$ cat src/shared/oart_pkg.sv
// Package for the optical front-end result and timing register slice.
// Assumes an APB master with 32-bit data; printed offsets are register indices.
package oart_pkg;
    localparam int           ADDR_W           = 12;
    localparam logic [7:0]   IDX_LED1         = 8'h2C;
    localparam logic [7:0]   IDX_AMB1         = 8'h2D;
    localparam logic [7:0]   IDX_DIFF2        = 8'h2E;
    localparam logic [7:0]   IDX_DIFF1        = 8'h2F;
    localparam logic [7:0]   IDX_CFG          = 8'h31;
    localparam logic [7:0]   IDX_PDN_BEGIN    = 8'h32;
    localparam logic [7:0]   IDX_PDN_FINISH   = 8'h33;
    localparam logic [7:0]   IDX_PULSE_BEGIN  = 8'h34;
    localparam logic [7:0]   IDX_CTRL         = 8'h40;
    localparam int           CFG_SHORT_BIT    = 5;
    localparam int           CFG_DIV_LSB      = 0;
    localparam int           CTRL_OSC_BIT     = 0;
    localparam int           CTRL_AMPDYN_BIT  = 1;
    localparam logic [23:0]  RESULT_RST       = 24'h00_0000;
    localparam logic [15:0]  COUNT_RST        = 16'h0000;
    localparam logic [2:0]   DIV_RST          = 3'h0;
    localparam logic [2:0]   DIV_CODE_2       = 3'h0;
    localparam logic [2:0]   DIV_CODE_8       = 3'h1;
    localparam logic [2:0]   DIV_CODE_12      = 3'h3;
    localparam logic [2:0]   DIV_CODE_4       = 3'h4;
    localparam logic [2:0]   DIV_CODE_1       = 3'h5;
    localparam logic [2:0]   DIV_CODE_6       = 3'h6;
    localparam logic [3:0]   DIV_RATIO_2      = 4'h2;
    localparam logic [3:0]   DIV_RATIO_8      = 4'h8;
    localparam logic [3:0]   DIV_RATIO_12     = 4'hC;
    localparam logic [3:0]   DIV_RATIO_4      = 4'h4;
    localparam logic [3:0]   DIV_RATIO_1      = 4'h1;
    localparam logic [3:0]   DIV_RATIO_6      = 4'h6;

    typedef struct packed {
        logic        shortEn;
        logic [2:0]  externalClockDivider;
        logic        internalOscillatorSelect;
        logic        ampDynamicPowerdownSelect;
        logic [15:0] powerdownWindowBegin;
        logic [15:0] powerdownWindowFinish;
        logic [15:0] spareTimingPulseBegin;
    } oart_cfg_t;
endpackage

$ cat src/hw/oart_regs.sv
// Result and timing register slice of an optical heart-rate front end.
// Assumes an APB master on clk, and sample results and engine count from the core.
`timescale 1ns/1ps

module oart_regs (
    input  wire logic                      clk,
    input  wire logic                      rst_n,
    input  wire logic                      psel,
    input  wire logic                      penable,
    input  wire logic                      pwrite,
    input  wire logic [oart_pkg::ADDR_W-1:0] paddr,
    input  wire logic [31:0]               pwdata,
    output logic      [31:0]               prdata,
    output logic                           pready,
    output logic                           pslverr,
    input  wire logic                      sampleValid,
    input  wire logic [23:0]               firstLedSample,
    input  wire logic [23:0]               firstAmbientSample,
    input  wire logic [23:0]               secondLedSample,
    input  wire logic [23:0]               secondAmbientSample,
    input  wire logic [15:0]               engineCount,
    input  wire logic                      externalClockIn,
    output logic                           dividedClock,
    output logic                           ampPowerdown,
    output logic                           inputsToCommonMode,
    output logic                           clockPinIsInput,
    output logic [15:0]                    spareTimingPulseBegin
);
    logic                  rstMeta_r;
    logic                  rstSync_r;
    logic [23:0]           led1_r, led1_nxt;
    logic [23:0]           amb1_r, amb1_nxt;
    logic [23:0]           diff2_r, diff2_nxt;
    logic [23:0]           diff1_r, diff1_nxt;
    oart_pkg::oart_cfg_t   cfg_r, cfg_nxt;
    logic [31:0]           prdata_nxt;
    logic                  pready_nxt;
    logic                  pslverr_nxt;
    logic [3:0]            divCnt_r, divCnt_nxt;
    logic                  divClk_r, divClk_nxt;
    logic                  extPrev_r;
    logic                  ampPdn_nxt;
    logic                  short_nxt;
    logic [3:0]            ratio;
    logic                  window;
    logic [7:0]            idx;
    logic                  access;
    logic                  mapped;

    // Reset release through two flops
    always_ff @(posedge clk or negedge rst_n) begin
        if (!rst_n) begin
            rstMeta_r <= 1'b0;
            rstSync_r <= 1'b0;
        end else begin
            rstMeta_r <= 1'b1;
            rstSync_r <= rstMeta_r;
        end
    end

    // Word index from byte address
    assign idx    = paddr[9:2];
    assign access = psel && penable && !pready;

    always_comb begin
        unique case (idx)
            oart_pkg::IDX_LED1, oart_pkg::IDX_AMB1, oart_pkg::IDX_DIFF2,
            oart_pkg::IDX_DIFF1, oart_pkg::IDX_CFG, oart_pkg::IDX_PDN_BEGIN,
            oart_pkg::IDX_PDN_FINISH, oart_pkg::IDX_PULSE_BEGIN,
            oart_pkg::IDX_CTRL: mapped = (paddr[1:0] == 2'b00)
                                      && (paddr[oart_pkg::ADDR_W-1:10] == '0);
            default:            mapped = 1'b0;
        endcase
    end

    // Result capture
    always_comb begin
        led1_nxt  = led1_r;
        amb1_nxt  = amb1_r;
        diff2_nxt = diff2_r;
        diff1_nxt = diff1_r;
        if (sampleValid) begin
            led1_nxt  = firstLedSample;
            amb1_nxt  = firstAmbientSample;
            diff2_nxt = secondLedSample - secondAmbientSample;
            diff1_nxt = firstLedSample - firstAmbientSample;
        end
    end

    // APB writes and reads
    always_comb begin
        cfg_nxt     = cfg_r;
        prdata_nxt  = prdata;
        pready_nxt  = access;
        pslverr_nxt = 1'b0;
        if (access) begin
            pslverr_nxt = !mapped;
            prdata_nxt  = 32'h0000_0000;
            if (pwrite && mapped) begin
                unique case (idx)
                    oart_pkg::IDX_CFG: begin
                        cfg_nxt.shortEn              = pwdata[oart_pkg::CFG_SHORT_BIT];
                        cfg_nxt.externalClockDivider =
                            pwdata[oart_pkg::CFG_DIV_LSB +: 3];
                    end
                    oart_pkg::IDX_PDN_BEGIN:   cfg_nxt.powerdownWindowBegin  = pwdata[15:0];
                    oart_pkg::IDX_PDN_FINISH:  cfg_nxt.powerdownWindowFinish = pwdata[15:0];
                    oart_pkg::IDX_PULSE_BEGIN: cfg_nxt.spareTimingPulseBegin = pwdata[15:0];
                    oart_pkg::IDX_CTRL: begin
                        cfg_nxt.internalOscillatorSelect  = pwdata[oart_pkg::CTRL_OSC_BIT];
                        cfg_nxt.ampDynamicPowerdownSelect = pwdata[oart_pkg::CTRL_AMPDYN_BIT];
                    end
                    default: ;
                endcase
            end else if (!pwrite && mapped) begin
                unique case (idx)
                    oart_pkg::IDX_LED1:  prdata_nxt = {8'h00, led1_r};
                    oart_pkg::IDX_AMB1:  prdata_nxt = {8'h00, amb1_r};
                    oart_pkg::IDX_DIFF2: prdata_nxt = {8'h00, diff2_r};
                    oart_pkg::IDX_DIFF1: prdata_nxt = {8'h00, diff1_r};
                    oart_pkg::IDX_CFG:
                        prdata_nxt = {26'h00_0000, cfg_r.shortEn, 2'b00,
                                      cfg_r.externalClockDivider};
                    oart_pkg::IDX_PDN_BEGIN:
                        prdata_nxt = {16'h0000, cfg_r.powerdownWindowBegin};
                    oart_pkg::IDX_PDN_FINISH:
                        prdata_nxt = {16'h0000, cfg_r.powerdownWindowFinish};
                    oart_pkg::IDX_CTRL:
                        prdata_nxt = {30'h000_0000, cfg_r.ampDynamicPowerdownSelect,
                                      cfg_r.internalOscillatorSelect};
                    default: prdata_nxt = 32'h0000_0000;
                endcase
            end
        end
    end

    // Divide ratio lookup
    always_comb begin
        unique case (cfg_r.externalClockDivider)
            oart_pkg::DIV_CODE_2:  ratio = oart_pkg::DIV_RATIO_2;
            oart_pkg::DIV_CODE_8:  ratio = oart_pkg::DIV_RATIO_8;
            oart_pkg::DIV_CODE_12: ratio = oart_pkg::DIV_RATIO_12;
            oart_pkg::DIV_CODE_4:  ratio = oart_pkg::DIV_RATIO_4;
            oart_pkg::DIV_CODE_1:  ratio = oart_pkg::DIV_RATIO_1;
            oart_pkg::DIV_CODE_6:  ratio = oart_pkg::DIV_RATIO_6;
            default:               ratio = oart_pkg::DIV_RATIO_2;
        endcase
    end

    // External clock divider, counts rising edges of the sampled pin
    always_comb begin
        divCnt_nxt = divCnt_r;
        divClk_nxt = divClk_r;
        if (cfg_r.internalOscillatorSelect) begin
            divCnt_nxt = 4'd0;
            divClk_nxt = 1'b0;
        end else if (externalClockIn && !extPrev_r) begin
            if (ratio == oart_pkg::DIV_RATIO_1) begin
                divClk_nxt = 1'b1;
                divCnt_nxt = 4'd0;
            end else if (divCnt_r >= ratio - 4'd1) begin
                divCnt_nxt = 4'd0;
                divClk_nxt = 1'b1;
            end else begin
                divCnt_nxt = divCnt_r + 4'd1;
                divClk_nxt = (divCnt_r + 4'd1) < (ratio >> 1);
            end
        end else if (ratio == oart_pkg::DIV_RATIO_1 && !externalClockIn && extPrev_r) begin
            divClk_nxt = 1'b0;
        end
    end

    // Powerdown window and input short
    assign window = (engineCount >= cfg_r.powerdownWindowBegin)
                 && (engineCount <  cfg_r.powerdownWindowFinish);
    assign ampPdn_nxt = cfg_r.ampDynamicPowerdownSelect && window;
    assign short_nxt  = cfg_r.shortEn && ampPdn_nxt;

    always_ff @(posedge clk or negedge rstSync_r) begin
        if (!rstSync_r) begin
            led1_r                <= oart_pkg::RESULT_RST;
            amb1_r                <= oart_pkg::RESULT_RST;
            diff2_r               <= oart_pkg::RESULT_RST;
            diff1_r               <= oart_pkg::RESULT_RST;
            cfg_r                 <= '0;
            prdata                <= 32'h0000_0000;
            pready                <= 1'b0;
            pslverr               <= 1'b0;
            divCnt_r              <= 4'd0;
            divClk_r              <= 1'b0;
            extPrev_r             <= 1'b0;
            dividedClock          <= 1'b0;
            ampPowerdown          <= 1'b0;
            inputsToCommonMode    <= 1'b0;
            clockPinIsInput       <= 1'b1;
            spareTimingPulseBegin <= oart_pkg::COUNT_RST;
        end else begin
            led1_r                <= led1_nxt;
            amb1_r                <= amb1_nxt;
            diff2_r               <= diff2_nxt;
            diff1_r               <= diff1_nxt;
            cfg_r                 <= cfg_nxt;
            prdata                <= prdata_nxt;
            pready                <= pready_nxt;
            pslverr               <= pslverr_nxt;
            divCnt_r              <= divCnt_nxt;
            divClk_r              <= divClk_nxt;
            extPrev_r             <= externalClockIn;
            dividedClock          <= divClk_nxt;
            ampPowerdown          <= ampPdn_nxt;
            inputsToCommonMode    <= short_nxt;
            clockPinIsInput       <= !cfg_nxt.internalOscillatorSelect;
            spareTimingPulseBegin <= cfg_nxt.spareTimingPulseBegin;
        end
    end

    // Checks
    led1_capture_a: assert property (@(posedge clk) disable iff (!rstSync_r)
        sampleValid |=> led1_r == $past(firstLedSample))
        else $error("LED1 result not captured");
    amb1_capture_a: assert property (@(posedge clk) disable iff (!rstSync_r)
        sampleValid |=> amb1_r == $past(firstAmbientSample))
        else $error("Ambient result not captured");
    diff2_value_a: assert property (@(posedge clk) disable iff (!rstSync_r)
        sampleValid |=> diff2_r == $past(secondLedSample) - $past(secondAmbientSample))
        else $error("Second difference wrong");
    diff1_value_a: assert property (@(posedge clk) disable iff (!rstSync_r)
        sampleValid |=> diff1_r == $past(firstLedSample) - $past(firstAmbientSample))
        else $error("First difference wrong");
    short_follows_pdn_a: assert property (@(posedge clk) disable iff (!rstSync_r)
        inputsToCommonMode |-> ampPowerdown)
        else $error("Inputs shorted while amp powered");
    pdn_window_a: assert property (@(posedge clk) disable iff (!rstSync_r)
        (cfg_r.ampDynamicPowerdownSelect && window) |=> ampPowerdown)
        else $error("Amp not powered down in window");
    result_ro_a: assert property (@(posedge clk) disable iff (!rstSync_r)
        (!sampleValid && access && pwrite && idx == oart_pkg::IDX_LED1) |=> $stable(led1_r))
        else $error("Result register changed by write");
    ext_clock_a: assert property (@(posedge clk) disable iff (!rstSync_r)
        clockPinIsInput == !cfg_r.internalOscillatorSelect)
        else $error("Clock pin direction wrong for clock mode");
    apb_ready_a: assert property (@(posedge clk) disable iff (!rstSync_r)
        (psel && penable && !pready) |=> pready ##1 !pready)
        else $error("APB answer not one cycle");
    amb1_ro_a: assert property (@(posedge clk) disable iff (!rstSync_r)
        (!sampleValid && access && pwrite && idx == oart_pkg::IDX_AMB1) |=> $stable(amb1_r))
        else $error("Ambient result changed by write");
    diff_ro_a: assert property (@(posedge clk) disable iff (!rstSync_r)
        (!sampleValid && access && pwrite
            && (idx == oart_pkg::IDX_DIFF1 || idx == oart_pkg::IDX_DIFF2))
        |=> ($stable(diff1_r) && $stable(diff2_r)))
        else $error("Difference result changed by write");
    pdn_outside_a: assert property (@(posedge clk) disable iff (!rstSync_r)
        (engineCount < cfg_r.powerdownWindowBegin
            || engineCount >= cfg_r.powerdownWindowFinish) |=> !ampPowerdown)
        else $error("Amp powered down outside window");
    short_in_window_a: assert property (@(posedge clk) disable iff (!rstSync_r)
        (cfg_r.shortEn && cfg_r.ampDynamicPowerdownSelect && window) |=> inputsToCommonMode)
        else $error("Inputs not shorted while amp down");
    short_off_a: assert property (@(posedge clk) disable iff (!rstSync_r)
        !cfg_r.shortEn |=> !inputsToCommonMode)
        else $error("Inputs shorted with short disabled");
    div_one_rise_a: assert property (@(posedge clk) disable iff (!rstSync_r)
        (!cfg_r.internalOscillatorSelect && cfg_r.externalClockDivider == oart_pkg::DIV_CODE_1
            && externalClockIn && !extPrev_r) |=> dividedClock)
        else $error("Divide by one missed a rising edge");
    div_one_fall_a: assert property (@(posedge clk) disable iff (!rstSync_r)
        (!cfg_r.internalOscillatorSelect && cfg_r.externalClockDivider == oart_pkg::DIV_CODE_1
            && !externalClockIn && extPrev_r) |=> !dividedClock)
        else $error("Divide by one missed a falling edge");
    osc_div_idle_a: assert property (@(posedge clk) disable iff (!rstSync_r)
        cfg_r.internalOscillatorSelect |=> !dividedClock)
        else $error("Divider running in oscillator mode");
    bad_addr_err_a: assert property (@(posedge clk) disable iff (!rstSync_r)
        (access && !mapped) |=> (pready && pslverr))
        else $error("Unmapped access without error");
    good_addr_ok_a: assert property (@(posedge clk) disable iff (!rstSync_r)
        (access && mapped) |=> (pready && !pslverr))
        else $error("Mapped access answered with error");
    apb_idle_a: assert property (@(posedge clk) disable iff (!rstSync_r)
        !psel |=> !pready)
        else $error("Ready raised while not selected");
    cfg_write_a: assert property (@(posedge clk) disable iff (!rstSync_r)
        (access && pwrite && mapped && idx == oart_pkg::IDX_CFG)
        |=> (cfg_r.externalClockDivider == $past(pwdata[oart_pkg::CFG_DIV_LSB +: 3])
            && cfg_r.shortEn == $past(pwdata[oart_pkg::CFG_SHORT_BIT])))
        else $error("Configuration write not stored");
    pdn_begin_write_a: assert property (@(posedge clk) disable iff (!rstSync_r)
        (access && pwrite && mapped && idx == oart_pkg::IDX_PDN_BEGIN)
        |=> cfg_r.powerdownWindowBegin == $past(pwdata[15:0]))
        else $error("Window start write not stored");
    pdn_finish_write_a: assert property (@(posedge clk) disable iff (!rstSync_r)
        (access && pwrite && mapped && idx == oart_pkg::IDX_PDN_FINISH)
        |=> cfg_r.powerdownWindowFinish == $past(pwdata[15:0]))
        else $error("Window end write not stored");
    pulse_write_a: assert property (@(posedge clk) disable iff (!rstSync_r)
        (access && pwrite && mapped && idx == oart_pkg::IDX_PULSE_BEGIN)
        |=> spareTimingPulseBegin == $past(pwdata[15:0]))
        else $error("Pulse start write not stored");
    led1_read_a: assert property (@(posedge clk) disable iff (!rstSync_r)
        (access && !pwrite && mapped && idx == oart_pkg::IDX_LED1) |=> prdata == {8'h00, $past(led1_r)})
        else $error("LED1 result read wrong");
    count_upper_zero_a: assert property (@(posedge clk) disable iff (!rstSync_r)
        (access && !pwrite && (idx == oart_pkg::IDX_PDN_BEGIN || idx == oart_pkg::IDX_PDN_FINISH))
        |=> prdata[31:16] == 16'h0000)
        else $error("Window count upper bits not zero");
    pulse_read_zero_a: assert property (@(posedge clk) disable iff (!rstSync_r)
        (access && !pwrite && idx == oart_pkg::IDX_PULSE_BEGIN) |=> prdata == 32'h0000_0000)
        else $error("Write-only pulse start read back");
endmodule

$ cat config.mk
export PLATFORM = sky130hd
export DESIGN_NAME = oart_regs
export DESIGN_NICKNAME = d
export VERILOG_FILES = /design/src/shared/oart_pkg.sv /design/src/hw/oart_regs.sv
export SDC_FILE = /design/constraint.sdc
export NUM_CORES = 1
export LEC_CHECK = 0
export BUFFER_PORTS_ARGS = -buffer_cell sky130_fd_sc_hd__buf_2
export CAP_MARGIN = 20
export CORE_UTILIZATION = 40
export CTS_BUF_LIST = sky130_fd_sc_hd__clkbuf_4 sky130_fd_sc_hd__clkbuf_8 sky130_fd_sc_hd__clkbuf_16
export DETAILED_ROUTE_END_ITERATION = 8
export PLACE_DENSITY = 0.65
export SYNTH_ARGS = -nofsm -noshare
export SYNTH_HDL_FRONTEND = slang
export SYNTH_SLANG_ARGS = --single-unit
$ cat constraint.sdc
create_clock -name clk -period 8.09 [get_ports clk]
set_clock_uncertainty 0.1 [all_clocks]
set_input_delay 0.809 -clock clk [delete_from_list [all_inputs] [get_ports clk]]
set_output_delay 0.809 -clock clk [all_outputs]
set_load 0.05 [all_outputs]
**After elaboration in Yosys (flattened, before gate mapping)**

Cells that the tools add are included.

- Register bits after elaboration: 195
- Input port bits: 163
- Output and inout port bits: 54
- Word-level logic and storage cells: 93

- $add $sub $neg: 4
- $lt $le $gt $ge: 4
- Eq/ne operators: 15
- Multiplexer cells: 21
- Reduce and logical (&&, ||, !) cells: 27

Operators by type and width:

| operator | number |
|---|---|
| one-hot mux 24 bit (8 select lines) | 1 |
| 2-to-1 mux 50 bit | 2 |
| equality test 8 x 6 -> 1 bit, second input constant | 8 |
| 2-to-1 mux 16 bit | 3 |
| 2-to-1 mux 24 bit | 2 |
| subtractor 24 bit | 2 |
| one-hot mux 4 bit (5 select lines) | 1 |
| greater-or-equal comparator 16 bit | 1 |
| less-than comparator 16 bit | 1 |
| 2-to-1 mux 4 bit | 4 |
| AND reduction 3 bit | 5 |
| logical AND 1 bit | 11 |
| equality test 3 bit, second input constant | 3 |
| OR reduction 9 bit | 1 |
| equality test 8 x 7 -> 1 bit, second input constant | 1 |
| 2-to-1 mux 1 bit | 7 |
| logical NOT 1 bit | 6 |
| adder 4 x 1 -> 4 bit, second input constant | 1 |
| equality test 4 x 1 -> 1 bit, second input constant | 1 |
| greater-or-equal comparator 4 bit | 1 |
| logical NOT 2 bit | 2 |
| less-than comparator 4 x 3 -> 1 bit | 1 |
| subtractor 4 x 1 -> 4 bit, second input constant | 1 |
| equality test 3 x 1 -> 1 bit, second input constant | 1 |
| other kinds (4) | 4 |

**Longest topological paths before layout**

Gate-level depths: netlist of the first run.

- Depth after elaboration: 8
- Depth in mapped cells: 9
- Mapped depth without buffers: 9

**Worst setup path before layout of the first run**

Ideal clock, no wire load.

- Path type: input port to flip-flop
- Start: input port firstLedSample[0]
- End: register diff1_r[14]
- Library setup time: 0.071 ns
- Arrival time: 2.854 ns
- Data required time: 7.919 ns
- Slack: 5.065 ns
- Cell stages on the path: 9
- Buffers on the path: 0
- Cell sequence: inv_1 -> ha_1 -> fa_1 -> and2b_1 -> o2111ai_1 -> a2111oi_4 -> nor3_2 -> or4_1 -> nand4_1

- Longest elaborated chain between the ends: 1

RTL lines:

| what | line | source |
|---|---|---|
| from (decl) | oart_regs.sv:17 | `input wire logic [23:0] firstLedSample,` |
| subtractor 24 bit | oart_regs.sv:86 | `diff1_nxt = firstLedSample - firstAmbientSample;` |
| to (signal assigned) | oart_regs.sv:184 | `diff1_r <= oart_pkg::RESULT_RST;` |
| to (signal assigned) | oart_regs.sv:201 | `diff1_r <= diff1_nxt;` |
| to (decl) | oart_regs.sv:34 | `logic [23:0] diff1_r, diff1_nxt;` |

No other way between the ends.
A chain may end at the register's enable or synchronous reset.

**Worst setup path after layout of the first run**

- Start: input port firstLedSample[0]
- End: register diff1_r[20]

Same word-level chain as after synthesis.

==> summary.log, run 1 <==
INFO  worst_setup_path critical_path.startpoint_type=input port
INFO  power          power.switching_fraction=0.309
INFO  finish         post-route-util=0.471
INFO  global_route   first_global_vias=9285
INFO  power          share_comb_of_total_power=0.215
INFO  worst_setup_path path_delay_family=compound AO/OA/AOI/OAI gates
INFO  logic_synthesis synth_async_sr_flop_share=1.00
INFO  placed_design  port-buffer-count=192
INFO  logic_synthesis yosysWarnings=0
INFO  sta            maxSlewHeadroom=0.329
INFO  sta            tightest_slew=1010ps
INFO  routing        vias=9545
INFO  finish         post_route_cells_drive_above_1_share=0.285
INFO  worst_setup_path critical_path_class=input port to flop
INFO  cts            clockBufferDepth=2
INFO  cts            tritoncts.num_buffers=17
INFO  sta            finalHoldViolations=0
INFO  logic_synthesis synth_cells=1178
INFO  global_route   grt_overflow_total=0
INFO  cts            clock_insertion_delay_worst_skew=440ps
INFO  finish         area_growth=14.9%
INFO  worst_setup_path cell_type_of_the_slowest_stage_on_the_worst_timing_path=sky130_fd_sc_hd__a2111oi_4
INFO  status         outcome=finished, final reports clean
INFO  floorplan      die-width=174microns
INFO  routing        detail-route-antenna-nets=0
INFO  worst_setup_path crit_path_cell_trace=buf_2, inv_1, ha_1, fa_1, and2b_1, o2111ai_1, a2111oi_4, o211ai_1, a2111o_1, nand3_1
INFO  worst_setup_path crit_buf_inv=2
INFO  logic_synthesis post-synth-top-area-fraction=0.391
INFO  power          share_clk_of_total_power=0.346
INFO  global_route   grt_antenna_before_repair=9
INFO  logic_synthesis synth.top_cells.by_count=sky130_fd_sc_hd__dfrtp_1, sky130_fd_sc_hd__mux2_2, sky130_fd_sc_hd__inv_1
INFO  logic_synthesis avgSynthCellArea=10.1squm
INFO  logic_synthesis mappedNetlistArea=0.0119sqmm
INFO  routing        routed_wirelength=31600microns
INFO  logic_synthesis synth_seq_area_share=0.394
INFO  logic_synthesis most_used_standard_cell_by_instance_count_after_synthesis=sky130_fd_sc_hd__dfrtp_1
INFO  power          p_sw=0.768mW
INFO  sta            post-route-min-period=3040ps
INFO  hold_path      min-delay-path-class=input port to async pin
INFO  cts            cts_tree=built
INFO  cts            post_cts_setup_buffer_count=0
INFO  logic_synthesis count_of_flip_flops_with_a_built_in_enable_after_synthesis=0
INFO  placed_design  post-dp-hpwl=24100microns
INFO  cts            postCtsResizedCells=0
INFO  run            maxCapViolCount=0
INFO  logic_synthesis synth_cell_types=77
INFO  routing        detail_route.vias_per_cell=5.52
INFO  power          vdd_drop_max=0.155mV
INFO  logic_synthesis synth_largest_area_cell=sky130_fd_sc_hd__dfrtp_1
INFO  finish         instances_no_fill=1728
INFO  placed_design  gpl.final_weighted_congestion=0.874
INFO  finish         nets=1576
INFO  sta            clock.fmax=329MHz
INFO  floorplan      top_level_ports=217
INFO  power          powerDensity=182mW/mm^2
INFO  routing        detail_route.drc_violations=0
INFO  worst_setup_path max_stage_delay=530ps
INFO  cts            root_buffer=sky130_fd_sc_hd__clkbuf_16
INFO  floorplan      vertical_die_dimension=174microns
INFO  sta            setup_viol=0
INFO  placed_design  dpl_worst_slack=4640ps
INFO  sta            fin_ws=5050ps
INFO  placed_design  numPlacedInstances=1689
INFO  worst_setup_path critPathCaptureType=flop
INFO  sta            timing.final.crit_share=0.375
INFO  power          internal-power=1.72mW
INFO  power          p_leak=6.54nW
INFO  power          sequentialPowerShare=0.439
INFO  floorplan      fp.dieArea=0.0304sqmm
INFO  finish         finished_layout_cell_area=0.0137sqmm
INFO  routing        detailedRoute.firstIterationViolations=697
INFO  cts            cts.sinks=187
INFO  logic_synthesis synth.ff_latch_count=187
INFO  global_route   grt_max_degree=186
INFO  logic_synthesis dominant_register_cell_in_the_synthesized_netlist=sky130_fd_sc_hd__dfrtp_1
INFO  routing        drt_pass1_iterations=5
INFO  global_route   grtUsageTotal=0.212
INFO  routing        drt-wirelength-per-cell=18.3microns
INFO  floorplan      floorplan.core_area=0.0290sqmm
INFO  floorplan      num_rows=62
INFO  cts            number_of_levels_the_h_tree_was_split_into=4
INFO  global_route   grt_pass1_wl=50300microns
INFO  worst_setup_path crit_arrival=3310ps
INFO  sta            final_max_slew_viol_count=0
INFO  sta            fin_setup_tns=0ps
INFO  worst_setup_path cp.required=8360ps
INFO  cts            clock_input_transition_at_the_sequential_cells_of_the_worst_setup_and_hold_paths=80ps
INFO  floorplan      start_util=0.410
INFO  sta            grt_setup_unrepaired=false
INFO  logic_synthesis post_synth_main_area_contributors=sky130_fd_sc_hd__dfrtp_1, sky130_fd_sc_hd__mux2_2, sky130_fd_sc_hd__ha_1, sky130_fd_sc_hd__inv_1, sky130_fd_sc_hd__nand2_1
INFO  cts            postCtsHoldBufs=0
INFO  placed_design  placement.cell_area=0.0130sqmm
INFO  worst_setup_path timing.critical_path.fanout_max=4
==> layout make-up <==
cell class,instances,area (sq um)
Multi-Input combinational cell,816,6450
Timing Repair Buffer,199,1030
Clock buffer,19,453
Clock inverter,13,149
Fill cell,2753,15400
Tap cell,384,480
Antenna cell,6,15.0
Sequential cell,187,4680
Inverter,104,390
==> power groups by stage <==
stage / Clock [mW] / Sequential (mW) / Combinational, mW
final: 0.861 / 1.09 / 0.534
after global routing: 0.917 / 1.10 / 0.598
after CTS: 0.876 / 1.09 / 0.537
after detailed placement: 0 / 1.11 / 0.531
after global placement: 0 / 1.11 / 0.520
after floorplan: 0 / 1.10 / 0.368
==> cell usage in the layout, fill, tap and decap left out, drive strengths merged, types with 27 or more instances in the layout <==
| cell type | n |
|---|---|
| a21o | 27 |
| a21oi | 67 |
| buf | 199 |
| dfrtp | 186 |
| ha | 86 |
| inv | 112 |
| mux2 | 125 |
| nand2 | 93 |
| nor2 | 46 |
| o21ai | 39 |
==> metal layers <==
metal,part of all wire,track usage
met1,0.44,0.280
met2,0.47,0.344
met3,0.068,0.0501
met4,0.015,0.0607
met5,0.0017,0
==> worst paths after layout <==
| kind | from | to | slack, ps | cells past startpoint |
|---|---|---|---|---|
| setup / recovery | firstLedSample[0] | diff1_r[20] | 5050 | 10 |
| hold / removal | rst_n | rstSync_r | 30 | 1 |
| setup reg to reg | pready | cfg_r[38] | 5460 | 5 |
| hold reg to reg | rstMeta_r | rstSync_r | 250 | 0 |
| max in group asynchronous | rstSync_r | cfg_r[33] | 6740 | 1 |
| min in group clk | rstMeta_r | rstSync_r | 250 | 0 |
==> worst reg2reg max path: stages (launching register included) <==
cell and delay [ps]:
sky130_fd_sc_hd__dfrtp_1 370, sky130_fd_sc_hd__or2_2 560, sky130_fd_sc_hd__inv_1 220, sky130_fd_sc_hd__and3_1 280, sky130_fd_sc_hd__nand2_1 510, sky130_fd_sc_hd__mux2_2 470
==> registers in the layout (all words and copies together) (netlist names) <==
register,flops
cfg_r,54
amb1_r,24
divCnt_r,4
led1_r,24
extPrev_r,1
pready,1
inputsToCommonMode,1
clockPinIsInput,1
pslverr,1
divClk_r,1
diff2_r,24
diff1_r,24
rstSync_r,1
prdata,24
ampPowerdown,1
rstMeta_r,1
==> through the flow <==
step | power [mW] | hold slack (ps)
after global routing | 2.62 | 20.6
after floorplan | 1.47 | 231
after global placement | 1.63 | 242
after detailed placement | 1.64 | 238
after CTS | 2.50 | 19.1
final | 2.49 | 34.9
==> cell families (layout without fill, tap and decap cells) <==
group	count (synthesis)	count (layout)	synth area share
buffers and inverters	182	335	0.0659
other	2	15	0.000632
and+or+nand+nor	267	267	0.113
AOI/OAI and AO/OA	279	279	0.167
muxes	143	143	0.144
DFF	187	187	0.394
xor gates and xnor gates	30	30	0.0221
adders and majority gates	88	88	0.0939
(Power assumes the default switching activity.)
==> run 2, diff against run 1 <==
--- a/config.mk
+++ b/config.mk
@@ -10,7 +10,7 @@
 export CORE_UTILIZATION = 40
 export CTS_BUF_LIST = sky130_fd_sc_hd__clkbuf_4 sky130_fd_sc_hd__clkbuf_8 sky130_fd_sc_hd__clkbuf_16
 export DETAILED_ROUTE_END_ITERATION = 8
-export PLACE_DENSITY = 0.65
+export PLACE_DENSITY = 0.67
 export SYNTH_ARGS = -nofsm -noshare
 export SYNTH_HDL_FRONTEND = slang
 export SYNTH_SLANG_ARGS = --single-unit
==> constraint.sdc (replaced) <==
create_clock -name clk -period 2.75 [get_ports clk]
set_clock_uncertainty 0.1 [all_clocks]
set_input_delay 0.275 -clock clk [delete_from_list [all_inputs] [get_ports clk]]
set_output_delay 0.275 -clock clk [all_outputs]
set_load 0.05 [all_outputs]
==> summary.log, run 2 (synthesis results as in run 1) <==
INFO  global_route   grt_pass1_wl=53200microns [was 50300 microns]
INFO  finish         regMostFlops=cfg_r [unchanged]
INFO  floorplan      vertical_die_dimension=174microns [unchanged]
INFO  worst_setup_path crit_buf_inv=3 [was 2]
INFO  routing        routed_wirelength=33100microns [was 31600 microns]
INFO  worst_setup_path crit_path_cell_trace=dlygate4sd3_1, buf_2, inv_1, ha_1, and2b_1, o2111ai_2, a2111oi_4, o211ai_1, a2111o_1, nand3_1 [was buf_2, inv_1, ha_1, fa_1, and2b_1, o2111ai_1, a2111oi_4, o211ai_1, a2111o_1, nand3_1]
INFO  floorplan      die-width=174microns [unchanged]
INFO  cts            clockBufferDepth=2 [unchanged]
INFO  finish         mostFrequentLayoutCell=sky130_fd_sc_hd__buf_2 [unchanged]
INFO  cts            cts.sinks=187 [unchanged]
INFO  routing        vias=9872 [was 9545]
INFO  sta            maxSlewHeadroom=0.141 [was 0.329]
INFO  global_route   grtUsageTotal=0.222 [was 0.212]
INFO  finish         area_growth=19.9% [was 14.9%]
INFO  power          vdd_drop_max=0.448mV [was 0.155 mV]
INFO  routing        detail-route-antenna-nets=0 [unchanged]
INFO  sta            tightest_slew=1280ps [was 1010 ps]
INFO  global_route   grt_antenna_before_repair=5 [was 9]
INFO  status         outcome=finished, final reports clean [unchanged]
INFO  sta            timing.final.crit_share=0.980
INFO  sta            fin_ws=56.1ps [was 5050 ps]
INFO  worst_setup_path timing.critical_path.fanout_max=4 [unchanged]
INFO  worst_setup_path crit_arrival=2960ps [was 3310 ps]
INFO  hold_path      min-delay-path-class=input port to flop [was input port to async pin]
INFO  cts            cts_tree=built [unchanged]
INFO  cts            clock_insertion_delay_worst_skew=440ps [about the same]
INFO  routing        detailedRoute.firstIterationViolations=669 [was 697]
INFO  floorplan      top_level_ports=217 [unchanged]
INFO  global_route   grt_max_degree=103 [was 186]
INFO  cts            clock_input_transition_at_the_sequential_cells_of_the_worst_setup_and_hold_paths=70ps [was 80 ps]
INFO  worst_setup_path timing.rr.start=cfg_r[50] [was pready]
INFO  worst_setup_path ff2ff_setup_slack=190ps [was 5460 ps]
INFO  worst_setup_path cell_type_of_the_slowest_stage_on_the_worst_timing_path=sky130_fd_sc_hd__dlygate4sd3_1 [was sky130_fd_sc_hd__a2111oi_4]
INFO  finish         post_route_cells_drive_above_1_share=0.293 [was 0.285]
INFO  finish         largest_register_ffs=54 [unchanged]
INFO  sta            final_max_slew_viol_count=0 [unchanged]
INFO  cts            post_cts_setup_buffer_count=0 [unchanged]
INFO  finish         layout.cells.most_common_list=sky130_fd_sc_hd__buf_2, sky130_fd_sc_hd__dfrtp_1, sky130_fd_sc_hd__mux2_2 [unchanged]
INFO  global_route   first_global_vias=9877 [was 9285]
INFO  worst_setup_path critical_path.startpoint_type=input port [unchanged]
INFO  hold_path      holdPathEnd=cfg_r[14]
INFO  sta            finalHoldViolations=0 [unchanged]
INFO  worst_setup_path critPathCaptureType=flop [unchanged]
INFO  floorplan      num_rows=62 [unchanged]
INFO  worst_setup_path path_delay_family=compound AO/OA/AOI/OAI gates [unchanged]
INFO  placed_design  placement.cell_area=0.0133sqmm [was 0.0130 sq mm]
INFO  worst_setup_path ff2ff_path_depth=9 [was 5]
INFO  placed_design  dpl_worst_slack=-164ps [was 4640 ps]
INFO  floorplan      start_util=0.410 [unchanged]
INFO  power          powerDensity=525mW/mm^2 [was 182 mW/mm^2]
INFO  sta            clock.fmax=371MHz
INFO  sta            grt_setup_unrepaired=true [was false]
INFO  routing        drt-wirelength-per-cell=18.5microns [was 18.3 microns]
INFO  routing        drt_pass1_iterations=7 [was 5]
INFO  global_route   grt_overflow_total=0 [unchanged]
INFO  sta            setup_viol=0 [unchanged]
INFO  hold_path      hold_path_start=pwdata[14]
INFO  worst_setup_path max_stage_delay=560ps [was 530 ps]
INFO  placed_design  post-dp-hpwl=25100microns [was 24100 microns]
INFO  sta            post-route-min-period=2690ps
INFO  cts            number_of_levels_the_h_tree_was_split_into=4 [unchanged]
INFO  floorplan      floorplan.core_area=0.0290sqmm [unchanged]
INFO  finish         nets=1636 [was 1576]
INFO  run            maxCapViolCount=0 [unchanged]
INFO  routing        detail_route.vias_per_cell=5.53 [was 5.52]
INFO  power          p_leak=6.82nW [was 6.54 nW]
INFO  finish         finished_layout_cell_area=0.0143sqmm [was 0.0137 sq mm]
INFO  placed_design  port-buffer-count=192 [unchanged]
INFO  floorplan      fp.dieArea=0.0304sqmm [unchanged]
INFO  worst_setup_path critical_path_class=input port to flop [unchanged]
INFO  worst_setup_path cp.required=3010ps [was 8360 ps]
INFO  hold_path      min_path_cells=2
INFO  placed_design  gpl.final_weighted_congestion=0.891 [was 0.874]
INFO  routing        detail_route.drc_violations=0 [unchanged]
INFO  worst_setup_path regToRegEndpoint=divCnt_r[2] [was cfg_r[38]]
INFO  cts            tritoncts.num_buffers=17 [unchanged]
INFO  cts            root_buffer=sky130_fd_sc_hd__clkbuf_16 [unchanged]
-- run 2: layout make-up --
| class | instances | area (sq um) |
|---|---|---|
| fillers | 2745 | 14800 |
| multi-input cells | 816 | 6470 |
| flip-flops and latches | 187 | 4680 |
| repair buffers | 259 | 1590 |
| well taps | 384 | 480 |
| clock buffers | 17 | 425 |
| inverters | 104 | 390 |
| clock inverters | 15 | 201 |
| diodes | 4 | 10.0 |
-- run 2: worst max-delay path by stage --
stage	startpoint	endpoint	slack, ps	cells after the start
2_1_floorplan	firstLedSample[0]	diff1_r[14]	260	9
3_3_place_gp	firstLedSample[0]	diff1_r[14]	-120	10
3_5_place_dp	firstLedSample[0]	diff1_r[14]	-160	10
4_1_cts	firstAmbientSample[2]	diff1_r[12]	110	10
5_1_grt	firstAmbientSample[5]	diff1_r[17]	-10	11
6_report	firstAmbientSample[2]	diff1_r[20]	60	10
-- run 2: power by group --
part           leakage (nW)  internal, mW  switching, mW
clock network         0.299          1.39           1.21
logic                  4.15         0.763          0.882
registers              2.38          3.01          0.215
total                  6.82          5.17           2.31
-- run 2: repair_timing --
action                                  4_1_cts  5_1_grt
endpoints found under the setup margin        0        5
endpoints found under the hold margin        39        2
hold buffers                                 32        2
gates resized for setup                       0        4
-- run 2: worst register-to-register path, stage by stage (launching register included) --
cell and delay [ps]:
sky130_fd_sc_hd__dfrtp_1 400, sky130_fd_sc_hd__nor2b_2 170, sky130_fd_sc_hd__or2_2 330, sky130_fd_sc_hd__ha_1 290, sky130_fd_sc_hd__ha_1 270, sky130_fd_sc_hd__a21o_1 160, sky130_fd_sc_hd__a21o_1 200, sky130_fd_sc_hd__a211oi_2 300
sky130_fd_sc_hd__nand2b_1 90, sky130_fd_sc_hd__a31oi_1 160
-- run 2: metal layers --
layer  GRT usage  up-vias  wire, microns  share of wire
li1            -     4680              -              -
met1       0.299     4835          14700           0.45
met2       0.366      322          15900           0.48
met3      0.0400       31           1930          0.058
met4      0.0567        4            489          0.015
met5           0        -             22        0.00067
-- run 2: per-stage QoR --
step                      utilization  hold slack, ps  cells  setup TNS, ps  total power [mW]
after global placement          0.457           -40.0   1715           -407              4.83
final                           0.491            13.7   1786              0              7.48
after global routing            0.491            1.52   1784          -11.3              7.85
after floorplan                     -            -121   1185              0              4.32
after detailed placement        0.457           -37.0   1716           -793              4.86
after CTS                       0.490           0.596   1780              0              7.51
==> run 3, diff against run 2 <==
--- a/config.mk
+++ b/config.mk
@@ -10,7 +10,7 @@
 export CORE_UTILIZATION = 40
 export CTS_BUF_LIST = sky130_fd_sc_hd__clkbuf_4 sky130_fd_sc_hd__clkbuf_8 sky130_fd_sc_hd__clkbuf_16
 export DETAILED_ROUTE_END_ITERATION = 8
-export PLACE_DENSITY = 0.67
+export PLACE_DENSITY = 0.65
 export SYNTH_ARGS = -nofsm -noshare
 export SYNTH_HDL_FRONTEND = slang
 export SYNTH_SLANG_ARGS = --single-unit
==> constraint.sdc (replaced) <==
create_clock -name clk -period 3.02 [get_ports clk]
set_clock_uncertainty 0.1 [all_clocks]
set_input_delay 0.302 -clock clk [delete_from_list [all_inputs] [get_ports clk]]
set_output_delay 0.302 -clock clk [all_outputs]
set_load 0.05 [all_outputs]
==> summary.log, run 3 (synthesis results as in run 1) <==
INFO  power          p_leak=6.64nW [was 6.82 nW]
INFO  cts            postCtsResizedCells=0 [unchanged]
INFO  sta            maxSlewHeadroom=0.253 [was 0.141]
INFO  worst_setup_path timing.critical_path.fanout_max=5 [was 4]
INFO  finish         post-route-util=0.477 [was 0.491]
INFO  worst_setup_path crit_buf_inv=0 [was 3]
INFO  sta            final_max_slew_viol_count=0 [unchanged]
INFO  floorplan      top_level_ports=217 [unchanged]
INFO  sta            setup_viol=0 [unchanged]
INFO  worst_setup_path crit_path_cell_trace=nor2b_1, or2_2, ha_1, ha_1, a21o_1, a21o_1, a211oi_2, nand2b_1, a31oi_1 [was dlygate4sd3_1, buf_2, inv_1, ha_1, and2b_1, o2111ai_2, a2111oi_4, o211ai_1, a2111o_1, nand3_1]
INFO  finish         nets=1597 [was 1636]
INFO  worst_setup_path cp.required=3280ps [was 3010 ps]
INFO  cts            cts.sinks=187 [unchanged]
INFO  worst_setup_path critPathCaptureType=flop [unchanged]
INFO  routing        detailedRoute.firstIterationViolations=705 [was 669]
INFO  worst_setup_path critical_path_class=flop to flop [was input port to flop]
INFO  worst_setup_path critical_path_cell_count=9 [was 10]
INFO  power          share_clk_of_total_power=0.345 [was 0.349]
INFO  worst_setup_path crit_arrival=2900ps [was 2960 ps]
INFO  worst_setup_path ff2ff_setup_slack=370ps [was 190 ps]
INFO  cts            clockBufferDepth=2 [unchanged]
INFO  sta            fin_setup_tns=0ps [unchanged]
INFO  sta            finalHoldViolations=0 [unchanged]
INFO  power          vdd_drop_max=0.411mV [was 0.448 mV]
INFO  global_route   grt_max_degree=98 [was 103]
INFO  floorplan      vertical_die_dimension=174microns [unchanged]
INFO  cts            clock_insertion_delay_worst_skew=440ps [about the same]
INFO  placed_design  numPlacedInstances=1702 [was 1716]
INFO  routing        drt-wirelength-per-cell=18.4microns [was 18.5 microns]
INFO  finish         post_route_cells_drive_above_1_share=0.290 [was 0.293]
INFO  worst_setup_path regToRegEndpoint=divCnt_r[2] [unchanged]
INFO  worst_setup_path ff2ff_path_depth=9 [unchanged]
INFO  routing        detail_route.drc_violations=0 [unchanged]
INFO  global_route   grt_overflow_total=0 [unchanged]
INFO  cts            number_of_levels_the_h_tree_was_split_into=4 [unchanged]
INFO  placed_design  gpl.final_weighted_congestion=0.898 [was 0.891]
INFO  worst_setup_path critPathLaunch=cfg_r[52] [was firstAmbientSample[2]]
INFO  floorplan      fp.dieArea=0.0304sqmm [unchanged]
INFO  power          share_comb_of_total_power=0.217 [was 0.220]
INFO  finish         mostFrequentLayoutCell=sky130_fd_sc_hd__buf_2 [unchanged]
INFO  routing        detail_route.vias_per_cell=5.55 [was 5.53]
INFO  sta            fin_ws=373ps [was 56.1 ps]
INFO  finish         instances_no_fill=1746 [was 1786]
INFO  placed_design  dpl_worst_slack=92.9ps [was -164 ps]
INFO  worst_setup_path max_stage_delay=460ps [was 560 ps]
INFO  power          sequentialPowerShare=0.439 [was 0.431]
INFO  placed_design  post-dp-hpwl=24700microns [was 25100 microns]
INFO  routing        detail-route-antenna-nets=0 [unchanged]
INFO  global_route   grt_pass1_wl=51300microns [was 53200 microns]
INFO  power          powerDensity=483mW/mm^2 [was 525 mW/mm^2]
INFO  global_route   first_global_vias=9451 [was 9877]
INFO  finish         regMostFlops=cfg_r [unchanged]
INFO  cts            root_buffer=sky130_fd_sc_hd__clkbuf_16 [unchanged]
INFO  cts            tritoncts.num_buffers=17 [unchanged]
INFO  sta            clock.fmax=378MHz
INFO  power          power.switching_fraction=0.314 [was 0.309]
INFO  power          internal-power=4.59mW [was 5.17 mW]
INFO  floorplan      die-width=174microns [unchanged]
INFO  sta            grt_setup_unrepaired=false [was true]
INFO  status         outcome=finished, final reports clean [unchanged]
INFO  finish         n_fill_cell=2761 [was 2745]
INFO  finish         layout.cells.most_common_list=sky130_fd_sc_hd__buf_2, sky130_fd_sc_hd__dfrtp_1, sky130_fd_sc_hd__mux2_2 [unchanged]
INFO  finish         largest_register_ffs=54 [unchanged]
INFO  power          p_sw=2.10mW [was 2.31 mW]
INFO  cts            clock_input_transition_at_the_sequential_cells_of_the_worst_setup_and_hold_paths=80ps [was 70 ps]
INFO  worst_setup_path critical_path.startpoint_type=flop [was input port]
INFO  floorplan      num_rows=62 [unchanged]
INFO  sta            fin_worst_hold_slack=15.9ps [was 13.7 ps]
INFO  placed_design  port-buffer-count=192 [unchanged]
INFO  cts            post_cts_setup_buffer_count=0 [unchanged]
INFO  worst_setup_path path_delay_family=compound AO/OA/AOI/OAI gates [unchanged]
INFO  global_route   grt_antenna_before_repair=6 [was 5]
INFO  run            maxCapViolCount=0 [unchanged]
INFO  worst_setup_path timing.rr.start=cfg_r[52] [was cfg_r[50]]
INFO  routing        vias=9691 [was 9872]
INFO  worst_setup_path cell_type_of_the_slowest_stage_on_the_worst_timing_path=sky130_fd_sc_hd__dfrtp_1 [was sky130_fd_sc_hd__dlygate4sd3_1]
INFO  sta            post-route-min-period=2650ps
INFO  hold_path      min-delay-path-class=input port to flop [unchanged]
INFO  routing        drt_pass1_iterations=6 [was 7]
INFO  sta            timing.final.crit_share=0.876
INFO  routing        routed_wirelength=32000microns [was 33100 microns]
INFO  floorplan      start_util=0.410 [unchanged]
INFO  cts            cts_tree=built [unchanged]
INFO  global_route   grtUsageTotal=0.216 [was 0.222]
INFO  finish         area_growth=16.5% [was 19.9%]
INFO  sta            tightest_slew=1120ps [was 1280 ps]
INFO  worst_setup_path capture_point_of_the_critical_path=divCnt_r[2] [was diff1_r[20]]
INFO  floorplan      floorplan.core_area=0.0290sqmm [unchanged]
[run 3: changes by cell type in the layout (fill, tap and decap cells not counted), moves of 2 or more]
cell and delta:
sky130_fd_sc_hd__dlygate4sd3_1 -26, sky130_fd_sc_hd__buf_4 -12, sky130_fd_sc_hd__inv_8 +2, sky130_fd_sc_hd__inv_6 -2
[run 3: routing by layer]
layer | global-route usage | wire length [microns] | share of wire
met1 | 0.294 | 14100 | 0.44
met2 | 0.352 | 15200 | 0.48
met3 | 0.0413 | 2210 | 0.069
met4 | 0.0559 | 504 | 0.016
met5 | 0 | 30 | 0.00094
[run 3: worst min-delay path by stage]
stage | start | end | slack (ps) | cells after the start
floorplan | rst_n | rstMeta_r | -90 | 0
global placement | rst_n | rstMeta_r | -10 | 1
detailed placement | rst_n | rstMeta_r | -10 | 1
CTS | firstAmbientSample[12] | amb1_r[12] | 2 | 2
global route | firstLedSample[23] | led1_r[23] | 9 | 2
finish | firstAmbientSample[20] | amb1_r[20] | 20 | 2
[run 3: power groups by stage]
stage / sequential [mW] / combinational [mW] / clock (mW)
2_1_floorplan: 2.95 / 0.986 / 0
3_3_place_gp: 2.97 / 1.40 / 0
3_5_place_dp: 2.98 / 1.43 / 0
4_1_cts: 2.93 / 1.45 / 2.35
5_1_grt: 2.97 / 1.62 / 2.47
6_report: 2.94 / 1.45 / 2.31
[run 3: repair_timing]
item,CTS,global route
setup endpoints to repair,0,0
endpoints found under the hold margin,9,0
hold buffers,8,0
[run 3: cell type report]
class / count / area [sq um] / area share
inverters: 104 / 390 / 0.0282
repair buffers: 220 / 1220 / 0.0883
clock inverters: 15 / 184 / 0.0133
multi-input cells: 816 / 6450 / 0.466
well taps: 384 / 480 / 0.0347
diodes: 3 / 7.51 / 0.000542
flip-flops and latches: 187 / 4680 / 0.338
clock buffers: 17 / 425 / 0.0307
[run 3: per-stage QoR]
step | total power, mW | instance area (sq um)
after floorplan | 3.94 | 11900
after global placement | 4.37 | 13100
after detailed placement | 4.41 | 13100
after CTS | 6.74 | 13800
after global routing | 7.06 | 13800
final | 6.69 | 13800
